--- src/fan_cfg_pkg.sv ---
// Package: register map, reset values and field layouts of the fan monitor configuration bank
package fan_cfg_pkg;

    // ****************************************
    // Register offsets
    // ****************************************
    localparam logic [7:0] OFF_FAN_PWM_CONFIG = 8'h02;
    localparam logic [7:0] OFF_MISC_SYSTEM_CONFIG = 8'h03;
    localparam logic [7:0] OFF_FAN_PULSE_ENABLE = 8'h07;
    localparam logic [7:0] OFF_FAN_PULSE_CONFIG = 8'h08;
    localparam logic [7:0] OFF_PIN_POLARITY_DIRECTION_1 = 8'h09;
    localparam logic [7:0] OFF_SOFT_RESET_CTRL = 8'h00;
    localparam logic [7:0] OFF_LOCK_CTRL = 8'h01;
    localparam logic [7:0] OFF_SOFT_RESET_UNLOCK = 8'h7b;

    // ****************************************
    // Reset values and keys
    // ****************************************
    localparam logic [7:0] RST_FAN_PWM_CONFIG = 8'h80;
    localparam logic [7:0] RST_MISC_SYSTEM_CONFIG = 8'h00;
    localparam logic [7:0] RST_FAN_PULSE_ENABLE = 8'h00;
    localparam logic [7:0] RST_FAN_PULSE_CONFIG = 8'h0f;
    localparam logic [7:0] RST_PIN_POLARITY_DIRECTION_1 = 8'h00;
    localparam logic [7:0] SOFT_RESET_KEY = 8'h6d;
    localparam logic [7:0] PULSE_CONFIG_RW_MASK = 8'h0f;

    // ****************************************
    // Field positions
    // ****************************************
    localparam int BIT_QUICK_SAMPLING = 0;
    localparam int BIT_PWM_HIGH_FREQ = 2;
    localparam int BIT_HOT1_IGNORE = 3;
    localparam int BIT_HOT2_IGNORE = 4;
    localparam int BIT_FANS_FULL_SPEED = 5;
    localparam int BIT_WINDOW_LO = 6;
    localparam int BIT_PIN_ENABLE = 0;
    localparam int BIT_SCL_TIMEOUT = 1;
    localparam int BIT_SDA_TIMEOUT = 2;
    localparam int BIT_INTRUSION_CLEAR = 5;
    localparam int BIT_PARITY_CHAIN = 6;
    localparam int BIT_SOFT_RESET = 7;
    localparam int BIT_LOCK = 6;

    // ****************************************
    // Timing
    // ****************************************
    localparam int CLK_HZ = 20000000;
    localparam int SLOW_MEAS_PER_S = 1;
    localparam int FAST_MEAS_PER_S = 4;
    localparam int SLOW_MEAS_CYCLES = CLK_HZ / SLOW_MEAS_PER_S;
    localparam int FAST_MEAS_CYCLES = CLK_HZ / FAST_MEAS_PER_S;

    // ****************************************
    // Carriers
    // ****************************************
    typedef struct packed {
        logic [7:0] addr;
        logic [7:0] wdata;
        logic wr;
        logic rd;
    } reg_req_t;

    typedef struct packed {
        logic quick_sampling;
        logic pwm_high_freq;
        logic fans_full_speed;
        logic [1:0] speed_pulse_window;
        logic pin_enable;
        logic scl_timeout_en;
        logic sda_timeout_en;
        logic intrusion_latch_clear;
        logic parity_chain_test;
        logic [7:0] pulse_input_enable;
        logic [7:0] pulse_stretch_en;
        logic [3:0] pin_polarity;
        logic [3:0] pin_direction;
        logic locked;
    } cfg_out_t;

endpackage

--- src/fan_monitor_config_regs.sv ---
// Configuration register bank of the fan monitor with its control outputs
//
// Functional notes
// Quick sampling bit selects one or four fan speed measurements per second.
// PWM mode bit picks low-frequency programmable PWM or fixed 22.5 kHz.
// Hot input 1 forces full speed unless its ignore bit is set.
// Hot input 2 forces full speed unless its ignore bit is set.
// Full speed bit forces every fan output to full speed; default zero.
// Low-frequency PWM mode stretches PWM pulses for accurate speed measurement.
// Window code 00..11 measures one to four pulses after second edge.
// Pin functions stay disabled until pin enable bit is set.
// Clock line timeout enable bit, disabled at reset.
// Data line timeout enable bit, disabled at reset.
// Intrusion clear bit resets the latch, then clears itself.
// Parity-chain test mode follows its bit; clear returns to normal.
// Pulse input n measured only while its enable bit is set.
// Pair continuous bits disable stretching and sync; reset to ones. Here they gate only pulse_stretch_en; pulse inputs are always synchronised.
// Upper four pulse configuration bits read zero and ignore writes.
// Pin polarity on even bits, direction on odd bits, reset zero.
// Lock bit makes all these registers read-only until power cycles.
// Keyed software reset restores unlocked registers; reset bit self-clears.
// Reserved read-write bits hold writes, reset to zero, affect nothing.
//
// Our own choice: strobed register access.
`timescale 1ns/1ps
module fan_monitor_config_regs
    import fan_cfg_pkg::*;
#(
    parameter int SLOW_CYCLES = SLOW_MEAS_CYCLES,
    parameter int FAST_CYCLES = FAST_MEAS_CYCLES
) (
    input wire logic ref_clk,
    input wire logic rst,
    input wire logic clk_en,
    input wire logic [7:0] reg_addr,
    input wire logic [7:0] reg_wdata,
    input wire logic reg_wr,
    input wire logic reg_rd,
    output logic [7:0] reg_rdata,
    input wire logic regulator_hot_input_1,
    input wire logic regulator_hot_input_2,
    input wire logic [7:0] fan_speed_pulse_input,
    output logic fan_full_speed,
    output logic pwm_high_freq,
    output logic [1:0] speed_pulse_window,
    output logic [7:0] pulse_measure_en,
    output logic [7:0] pulse_stretch_en,
    output logic [7:0] pulse_measure_edge,
    output logic meas_tick,
    output logic pin_enable,
    output logic [3:0] pin1_4_polarity,
    output logic [3:0] pin1_4_direction,
    output logic scl_timeout_en,
    output logic sda_timeout_en,
    output logic intrusion_latch_clear,
    output logic parity_chain_test,
    output logic config_locked
);

    // ****************************************
    // State
    // ****************************************
    typedef struct packed {
        logic [7:0] fan_pwm_config;
        logic [7:0] misc_system_config;
        logic [7:0] fan_pulse_enable;
        logic [3:0] fan_pulse_config;
        logic [7:0] pin_polarity_direction_1;
        logic soft_reset_armed;
        logic locked;
        logic [7:0] rdata;
        logic [1:0] hot1_sync;
        logic [1:0] hot2_sync;
        logic [7:0] pulse_s1;
        logic [7:0] pulse_s2;
        logic [7:0] pulse_s3;
        logic full_speed;
        logic intrusion_clear;
        logic [7:0] meas_en;
        logic [7:0] stretch_en;
        logic [7:0] meas_edge;
        logic [3:0] pin_pol;
        logic [3:0] pin_dir;
    } regs_state_t;

    regs_state_t s_q;
    regs_state_t s_d;
    logic tick;

    // Write-enable decode, shared by every writable register
    function automatic logic hit(input logic [7:0] a, input logic [7:0] off, input logic w);
        return w && (a == off);
    endfunction

    // ****************************************
    // Measurement interval
    // ****************************************
    meas_tick_gen #(
        .SLOW_CYCLES(SLOW_CYCLES),
        .FAST_CYCLES(FAST_CYCLES)
    ) u_tick (
        .ref_clk(ref_clk),
        .rst(rst),
        .clk_en(clk_en),
        .quick(s_q.fan_pwm_config[BIT_QUICK_SAMPLING]),
        .tick(tick)
    );

    // ****************************************
    // Next state
    // ****************************************
    always_comb begin
        logic hot1;
        logic hot2;
        logic low_freq;
        logic wr_ok;
        logic [7:0] rise;
        hot1 = 1'b0;
        hot2 = 1'b0;
        low_freq = 1'b0;
        wr_ok = 1'b0;
        rise = '0;
        s_d = s_q;

        // Pin inputs pass two flops before use
        s_d.hot1_sync = {s_q.hot1_sync[0], regulator_hot_input_1};
        s_d.hot2_sync = {s_q.hot2_sync[0], regulator_hot_input_2};
        s_d.pulse_s1 = fan_speed_pulse_input;
        s_d.pulse_s2 = s_q.pulse_s1;
        s_d.pulse_s3 = s_q.pulse_s2;
        hot1 = s_q.hot1_sync[1];
        hot2 = s_q.hot2_sync[1];
        rise = s_q.pulse_s2 & ~s_q.pulse_s3;

        wr_ok = reg_wr && !s_q.locked;

        // Self-clearing intrusion clear
        s_d.misc_system_config[BIT_INTRUSION_CLEAR] = 1'b0;

        if (hit(reg_addr, OFF_FAN_PWM_CONFIG, wr_ok)) begin
            s_d.fan_pwm_config = reg_wdata;
        end
        if (hit(reg_addr, OFF_MISC_SYSTEM_CONFIG, wr_ok)) begin
            s_d.misc_system_config = reg_wdata;
        end
        if (hit(reg_addr, OFF_FAN_PULSE_ENABLE, wr_ok)) begin
            s_d.fan_pulse_enable = reg_wdata;
        end
        if (hit(reg_addr, OFF_FAN_PULSE_CONFIG, wr_ok)) begin
            s_d.fan_pulse_config = reg_wdata[3:0];
        end
        if (hit(reg_addr, OFF_PIN_POLARITY_DIRECTION_1, wr_ok)) begin
            s_d.pin_polarity_direction_1 = reg_wdata;
        end
        if (hit(reg_addr, OFF_LOCK_CTRL, reg_wr) && reg_wdata[BIT_LOCK]) begin
            s_d.locked = 1'b1;
        end
        if (hit(reg_addr, OFF_SOFT_RESET_UNLOCK, reg_wr)) begin
            s_d.soft_reset_armed = (reg_wdata == SOFT_RESET_KEY);
        end
        if (hit(reg_addr, OFF_SOFT_RESET_CTRL, reg_wr) && reg_wdata[BIT_SOFT_RESET]
            && s_q.soft_reset_armed) begin
            s_d.soft_reset_armed = 1'b0;
            if (!s_q.locked) begin
                s_d.fan_pwm_config = RST_FAN_PWM_CONFIG;
                s_d.misc_system_config = RST_MISC_SYSTEM_CONFIG;
                s_d.fan_pulse_enable = RST_FAN_PULSE_ENABLE;
                s_d.fan_pulse_config = RST_FAN_PULSE_CONFIG[3:0];
                s_d.pin_polarity_direction_1 = RST_PIN_POLARITY_DIRECTION_1;
            end
        end

        // Read data one cycle after the strobe; unmapped reads return zero
        s_d.rdata = '0;
        if (reg_rd) begin
            case (reg_addr)
                OFF_FAN_PWM_CONFIG: s_d.rdata = s_q.fan_pwm_config;
                OFF_MISC_SYSTEM_CONFIG: s_d.rdata = s_q.misc_system_config;
                OFF_FAN_PULSE_ENABLE: s_d.rdata = s_q.fan_pulse_enable;
                OFF_FAN_PULSE_CONFIG: s_d.rdata = {4'h0, s_q.fan_pulse_config};
                OFF_PIN_POLARITY_DIRECTION_1: s_d.rdata = s_q.pin_polarity_direction_1;
                OFF_LOCK_CTRL: s_d.rdata = {1'b0, s_q.locked, 6'h00};
                default: s_d.rdata = '0;
            endcase
        end

        // Derived fan control from current register state
        low_freq = !s_q.fan_pwm_config[BIT_PWM_HIGH_FREQ];
        s_d.full_speed = s_q.fan_pwm_config[BIT_FANS_FULL_SPEED]
            || (hot1 && !s_q.fan_pwm_config[BIT_HOT1_IGNORE])
            || (hot2 && !s_q.fan_pwm_config[BIT_HOT2_IGNORE]);
        s_d.intrusion_clear = s_q.misc_system_config[BIT_INTRUSION_CLEAR];
        for (int i = 0; i < 8; i++) begin
            s_d.meas_en[i] = s_q.fan_pulse_enable[i];
            s_d.stretch_en[i] = low_freq && !s_q.fan_pulse_config[i % 4];
            s_d.meas_edge[i] = s_q.fan_pulse_enable[i] && rise[i];
        end
        for (int j = 0; j < 4; j++) begin
            s_d.pin_pol[j] = s_q.misc_system_config[BIT_PIN_ENABLE]
                && s_q.pin_polarity_direction_1[2 * j];
            s_d.pin_dir[j] = s_q.misc_system_config[BIT_PIN_ENABLE]
                && s_q.pin_polarity_direction_1[2 * j + 1];
        end
    end

    // ****************************************
    // Registers
    // ****************************************
    always_ff @(posedge ref_clk or posedge rst) begin
        if (rst) begin
            s_q <= '0;
            s_q.fan_pwm_config <= RST_FAN_PWM_CONFIG;
            s_q.misc_system_config <= RST_MISC_SYSTEM_CONFIG;
            s_q.fan_pulse_enable <= RST_FAN_PULSE_ENABLE;
            s_q.fan_pulse_config <= RST_FAN_PULSE_CONFIG[3:0];
            s_q.pin_polarity_direction_1 <= RST_PIN_POLARITY_DIRECTION_1;
        end else if (clk_en) begin
            s_q <= s_d;
        end
    end

    // Tick already leaves a flop in the generator
    assign meas_tick = tick;
    assign reg_rdata = s_q.rdata;
    assign fan_full_speed = s_q.full_speed;
    assign pwm_high_freq = s_q.fan_pwm_config[BIT_PWM_HIGH_FREQ];
    assign speed_pulse_window = s_q.fan_pwm_config[BIT_WINDOW_LO +: 2];
    assign pulse_measure_en = s_q.meas_en;
    assign pulse_stretch_en = s_q.stretch_en;
    assign pulse_measure_edge = s_q.meas_edge;
    assign pin_enable = s_q.misc_system_config[BIT_PIN_ENABLE];
    assign pin1_4_polarity = s_q.pin_pol;
    assign pin1_4_direction = s_q.pin_dir;
    assign scl_timeout_en = s_q.misc_system_config[BIT_SCL_TIMEOUT];
    assign sda_timeout_en = s_q.misc_system_config[BIT_SDA_TIMEOUT];
    assign intrusion_latch_clear = s_q.intrusion_clear;
    assign parity_chain_test = s_q.misc_system_config[BIT_PARITY_CHAIN];
    assign config_locked = s_q.locked;
endmodule

--- src/meas_tick_gen.sv ---
// Measurement tick generator: one pulse per measurement interval
`timescale 1ns/1ps
module meas_tick_gen
    import fan_cfg_pkg::*;
#(
    parameter int SLOW_CYCLES = SLOW_MEAS_CYCLES,
    parameter int FAST_CYCLES = FAST_MEAS_CYCLES
) (
    input wire logic ref_clk,
    input wire logic rst,
    input wire logic clk_en,
    input wire logic quick,
    output logic tick
);
    initial begin
        if (FAST_CYCLES < 1 || SLOW_CYCLES < FAST_CYCLES || SLOW_CYCLES >= 2**25) begin
            $error("meas_tick_gen: bad cycle counts");
        end
    end

    typedef struct packed {
        logic [24:0] cnt;
        logic tick;
    } tick_state_t;

    tick_state_t s_q;
    tick_state_t s_d;
    logic [24:0] limit;

    always_comb begin
        limit = quick ? 25'(FAST_CYCLES - 1) : 25'(SLOW_CYCLES - 1);
        s_d = s_q;
        s_d.tick = 1'b0;
        if (s_q.cnt >= limit) begin
            s_d.cnt = '0;
            s_d.tick = 1'b1;
        end else begin
            s_d.cnt = s_q.cnt + 25'd1;
        end
    end

    always_ff @(posedge ref_clk or posedge rst) begin
        if (rst) begin
            s_q <= '0;
        end else if (clk_en) begin
            s_q <= s_d;
        end
    end

    assign tick = s_q.tick;
endmodule

--- config.mk ---
export PLATFORM = sky130hd
export DESIGN_NAME = fan_monitor_config_regs
export DESIGN_NICKNAME = d
export VERILOG_FILES = /design/src/fan_cfg_pkg.sv /design/src/fan_monitor_config_regs.sv /design/src/meas_tick_gen.sv
export SDC_FILE = /design/constraint.sdc
export NUM_CORES = 1
export LEC_CHECK = 0
export BUFFER_PORTS_ARGS = -buffer_cell sky130_fd_sc_hd__buf_2
export CAP_MARGIN = 20
export CORE_MARGIN = 5
export CORE_UTILIZATION = 63
export DETAILED_ROUTE_END_ITERATION = 16
export GPL_TIMING_DRIVEN = 0
export PLACE_DENSITY = 0.89
export SLEW_MARGIN = 20
export SYNTH_ARGS = -nofsm -noshare
export SYNTH_HDL_FRONTEND = slang
export SYNTH_HIERARCHICAL = 1
export SYNTH_SLANG_ARGS = --single-unit
--- constraint.sdc ---
create_clock -name ref_clk -period 5.7 [get_ports ref_clk]
set_input_delay 0 -clock ref_clk [delete_from_list [all_inputs] [get_ports ref_clk]]
set_output_delay 0 -clock ref_clk [all_outputs]
set_load 0.005 [all_outputs]
; Word-level counts from Yosys, hierarchy flattened
; Index checks and enable logic that the tools add are counted.
[word_totals]
in_bits = 31
regBits = 134
output_inout_bits = 51
elab_cells = 95
[classes]
addsub = 1
reduce_logical = 48
n_mux = 13
bitwise = 2
n_lt_le_gt_ge = 1
eq_ne = 8
[op_table]
columns = operator, count
row1 = 25-bit 2-to-1 mux, 2
row2 = 8-bit case mux with 6 select lines, 1
row3 = 8-bit 2-to-1 mux, 5
row4 = 37-bit 2-to-1 mux, 1
row5 = 36-bit 2-to-1 mux, 1
row6 = 1-bit logical AND, 34
row7 = "25-bit by 1-bit adder with 25-bit output, second input constant", 1
row8 = 25-bit >= comparator, 1
row9 = "8-bit by 2-bit == test with 1-bit output, second input constant", 2
row10 = "8-bit by 4-bit == test with 1-bit output, second input constant", 2
row11 = "8-bit by 7-bit == test with 1-bit output, second input constant", 2
row12 = 8-bit AND, 1
row13 = "8-bit by 1-bit == test with 1-bit output, second input constant", 1
row14 = "8-bit by 3-bit == test with 1-bit output, second input constant", 1
row15 = 1-bit logical NOT, 8
row16 = 8-bit logical NOT, 1
row17 = 8-bit inverter, 1
row18 = 4-bit 2-to-1 mux, 1
row19 = 2-bit AND reduction, 2
row20 = 1-bit logical OR, 2
row21 = 1-bit 2-to-1 mux, 2
row22 = 2-bit nonzero test, 1

; Longest topological paths before layout
[logic_depth]
word_depth = 6
depth_mapped = 9
mapped_depth_nobuf = 8

; Modules after synthesis
; Netlist, hierarchy kept.
[modules_own_cells]
columns = module, instances, seq_area_each_um2, cells_each, area_each_um2
row1 = fan_monitor_config_regs, 1, 2608.8, 435, 4959.8
row2 = meas_tick_gen, 1, 650.6, 173, 1736.7

; Worst setup path before layout
; Ideal clock, no wire load.
[synth_path]
path_type = reg2reg
startpoint = reg s_q[100] (netlist bit)
endpoint = reg u_tick.s_q (netlist bit u_tick/tick)
arrival_time_ns = 2.138
setup_ns = 0.125
period_less_slack_ns = 2.263
path_buffers = 1
path_stages_with_launch = 9
slack_ns = 3.437
t_required_ns = 5.575
path_cell_list = dfrtp_1 > inv_1 > ha_1 > a211o_1 > a21o_1 > o21ai_0 > nand3_2 > buf_6 > mux2_2
[synth_between]
elab_chain_len = 3
[synth_lines]
columns = element, line
row1 = "start, declared", fan_monitor_config_regs.sv:86  ; regs_state_t s_q;
row2 = 25-bit 2-to-1 mux, meas_tick_gen.sv:31  ; limit = quick ? 25'(FAST_CYCLES - 1) : 25'(SLOW_CYCLES - 1);
row3 = 25-bit >= comparator, meas_tick_gen.sv:34  ; if (s_q.cnt >= limit) begin
row4 = 1-bit 2-to-1 mux, meas_tick_gen.sv:34
row5 = "end signal, assigned", meas_tick_gen.sv:44  ; s_q <= '0;
row6 = "end signal, assigned", meas_tick_gen.sv:46  ; s_q <= s_d;
row7 = "end, declared", meas_tick_gen.sv:26  ; tick_state_t s_q;
; Every way passes these cells.
; A chain may end at the register's enable or synchronous reset.

; Final worst setup path
; Ends and elaborated chain as after synthesis.

==> key figures <==
GRT
  • Initial antenna violation count: 0
  • Largest net degree at the start of global routing: 54
  • Overall Global Routing Usage: 0.309
  • First-pass GRT wire length: 31000 µm
  • Grt total ovfl: 0
  • Vias in the first global route: 5880

Drt
  • DRT Pass-1 Iters: 8
  • DRC viols: 0
  • Via density: 6.36
  • Drt total wl: 19300 µm
  • Via count: 5640
  • Routed WL per cell: 21.7 µm
  • Starting DRT DRC Count: 553
  • Post-route ant nets: 0

Synth
  • Mapped Area: 6700 µm²
  • Part of the Yosys area used for sequential elements: 0.487
  • Post-synth ARST share: 1.00
  • EDFF count, synth: 0
  • Register bit total from synthesis: 130
  • Post-synthesis cell count: 608
  • Synth Flop Type: dfrtp_1
  • Synth warnings: 6
  • Post-Syn Nets: 654
  • Mean Syn Cell Area: 11.0 µm²
  • Synth unique cells: 64

Timing
  • Slew @ Worst Pin: 0.788 ns
  • Unrepaired setup endpoints after global routing: false
  • Final Hold Fails: 0
  • Minimum clock period after layout: 2.75 ns
  • Rel. slew slack: 0.473
  • Fmax: 0.364 GHz
  • Period utilisation layout: 0.482
  • Worst Skew: 0.0106 ns
  • Setup TNS: 0 ns
  • Final setup fails: 0
  • Hold_ws: 0.0192 ns
  • Max-slew violations: 0

Clock tree
  • CTS sink cnt: 130
  • Post-CTS sizing: 0
  • CTS tree: yes
  • Clock-pin slew on the worst setup and hold paths: 0.06 ns
  • H-tree Lvls: 4
  • Max clock buf depth: 2
  • Worst-Skew Late Latency: 0.54 ns
  • Cts hold-fix bufs: 32
  • CTS root buf: clkbuf_8
  • Total CTS buffers: 17
  • Setup Buffers After CTS: 0

Finish
  • Final core occ: 0.792
  • Final nets: 785
  • Share of cells above drive strength 1: 0.310
  • ANT cells: 0
  • FILL cells: 600
  • Synth-to-layout area growth: 22.7%

Die
  • Die area: 12800 µm²
  • Rows: 37
  • I/O pin count: 82
  • Starting Density: 0.646
  • Die Y: 113 µm
  • Die Wd: 113 µm
  • Core box area: 10400 µm²

Placed design
  • Gp weighted congestion: 0.940
  • DP HPWL: 11700 µm
  • Port Buffers: 77

Worst setup path
  • CP endpoint kind: flip-flop
  • Worst reg2reg path depth: 8
  • CP Data Required Time: 6.12 ns
  • Crit path kind: reg2reg
  • CP Data Arrival Time: 3.17 ns
  • Reg2reg end: u_tick/tick$_DFFE_PP0P_
  • Worst setup SP type: flip-flop
  • R2R Path Start: s_q[100]$_DFFE_PP0P_
  • Critical path peak fanout: 11
  • Setup slack, reg-to-reg: 2.95 ns

Flow run
  • MaxCap Viol Count: 0

Hold path
  • Hold path depth: 4
  • Hold worst-path end: config_locked$_DFFE_PP0P_
  • Beginning of the worst hold path: reg_wr
  • Hold Crit Class: in2reg

Power and ir drop
  • Static leakage: 3.74 nW
  • Peak supply drop: 0.244 mV
  • Power Dens Cells: 293 nW/µm²

Outcome
  • Status: complete, no violations
logic make-up after synthesis:
logic type | share of synthesized area
buf+inv | 0.0873
compound gates | 0.139
fa+ha+maj | 0.0280
xor+xnor | 0.0170
mux | 0.0902
simple gates | 0.152
flops | 0.487
placed cells by master, fill, tap and decap left out, drive strengths merged, types with 5 or more instances in the layout:
cell | netlist | final
a21oi | 36 | 36
a221oi | 6 | 6
a22o | 29 | 29
and3 | 6 | 6
and4 | 5 | 5
buf | 47 | 126
clkbuf | 24 | 43
clkinv | 0 | 6
dfrtp | 125 | 125
dfstp | 5 | 5
dlygate4sd3 | 0 | 33
ha | 15 | 15
inv | 34 | 35
mux2 | 43 | 43
mux2i | 12 | 12
nand2 | 22 | 22
nand3 | 21 | 21
nand3b | 9 | 9
nand4 | 5 | 5
nand4b | 11 | 11
nor2 | 32 | 32
nor2b | 10 | 10
nor3 | 7 | 7
nor4 | 11 | 11
o21ai | 30 | 30
o22ai | 7 | 7
xor2 | 11 | 11
per-layer routing:
layer	track usage	wire length [µm]	share of wire	vias up
li1	-	-	-	2425
met1	0.385	7240	0.38	2785
met2	0.509	9380	0.49	344
met3	0.0765	1680	0.087	86
met4	0.146	986	0.051	0
met5	0	0	0	-
critical path, cell delays in order (launching register included):
cell and delay, ns:
dfrtp_1 0.62, inv_1 0.26, ha_1 0.35, a21oi_1 0.21
o21ai_0 0.14, a221oi_2 0.29, nand3_2 0.26, buf_6 0.24
mux2_2 0.27
area by class of cell:
type | count | area [µm²] | share of cell area
Timing Repair Buffer | 112 | 771 | 0.0938
Sequential cell | 130 | 3260 | 0.397
Buffer | 71 | 457 | 0.0556
Clock inverter | 12 | 133 | 0.0161
Inverter | 34 | 133 | 0.0161
Clock buffer | 19 | 432 | 0.0525
Multi-Input combinational cell | 373 | 2860 | 0.348
Tap cell | 136 | 170 | 0.0207
power breakdown:
part           switching, mW  total, mW  internal, mW
registers             0.0735       1.07         0.992
logic                  0.142      0.276         0.134
clock network          0.431       1.06         0.633
Yosys cell counts, types with 2 or more instances:
master	instances	share of area
a211o_1	2	0.0026
a21o_1	2	0.0022
a21oi_1	26	0.019
a21oi_2	10	0.013
a221oi_1	5	0.0065
a22o_1	29	0.038
a22oi_1	2	0.0022
and2_1	4	0.0037
and3_1	5	0.0047
and4_1	5	0.0065
and4b_1	3	0.0045
buf_4	42	0.047
buf_6	2	0.0034
clkbuf_1	24	0.013
dfrtp_1	125	0.47
dfstp_2	5	0.020
ha_1	15	0.028
inv_1	34	0.019
mux2_2	43	0.072
mux2i_1	12	0.018
nand2_1	22	0.012
nand2b_1	4	0.0037
nand3_1	20	0.015
nand3b_1	9	0.010
nand4_1	5	0.0047
nand4b_1	11	0.014
nor2_1	31	0.017
nor2b_1	10	0.0093
nor3_1	6	0.0045
nor3b_1	2	0.0022
nor4_1	5	0.0047
nor4_2	2	0.0037
nor4_4	4	0.013
o21ai_0	27	0.020
o21ai_2	2	0.0026
o22a_1	4	0.0052
o22ai_1	7	0.0065
o2bb2ai_1	3	0.0039
or2_2	2	0.0019
or4_4	2	0.0034
xnor2_1	2	0.0026
xor2_1	11	0.014
how the worst max path moves through the flow:
stage | from | to | cells past startpoint
global route | s_q[100]$_DFFE_PP0P_ | u_tick/s_q[3]$_DFFE_PP0P_ | 9
floorplan | rst | async pin | 1
CTS | s_q[100]$_DFFE_PP0P_ | u_tick/tick$_DFFE_PP0P_ | 8
finish | s_q[100]$_DFFE_PP0P_ | u_tick/tick$_DFFE_PP0P_ | 8
global placement | rst | s_d[43]$_DFFE_PP0P_ | 2
detailed placement | s_q[100]$_DFFE_PP0P_ | u_tick/tick$_DFFE_PP0P_ | 8
metrics by stage:
stage	power [mW]	worst slack [ns]	instance area, µm²	cells
finish	2.40	2.95	8220	887
global route	2.48	2.75	8220	887
CTS	2.38	2.99	8170	885
detailed placement	1.32	3.06	7280	822
global placement	1.30	1.96	7250	821
floorplan	1.23	2.98	6700	608
Note: power is estimated with default switching activity, not from simulation.
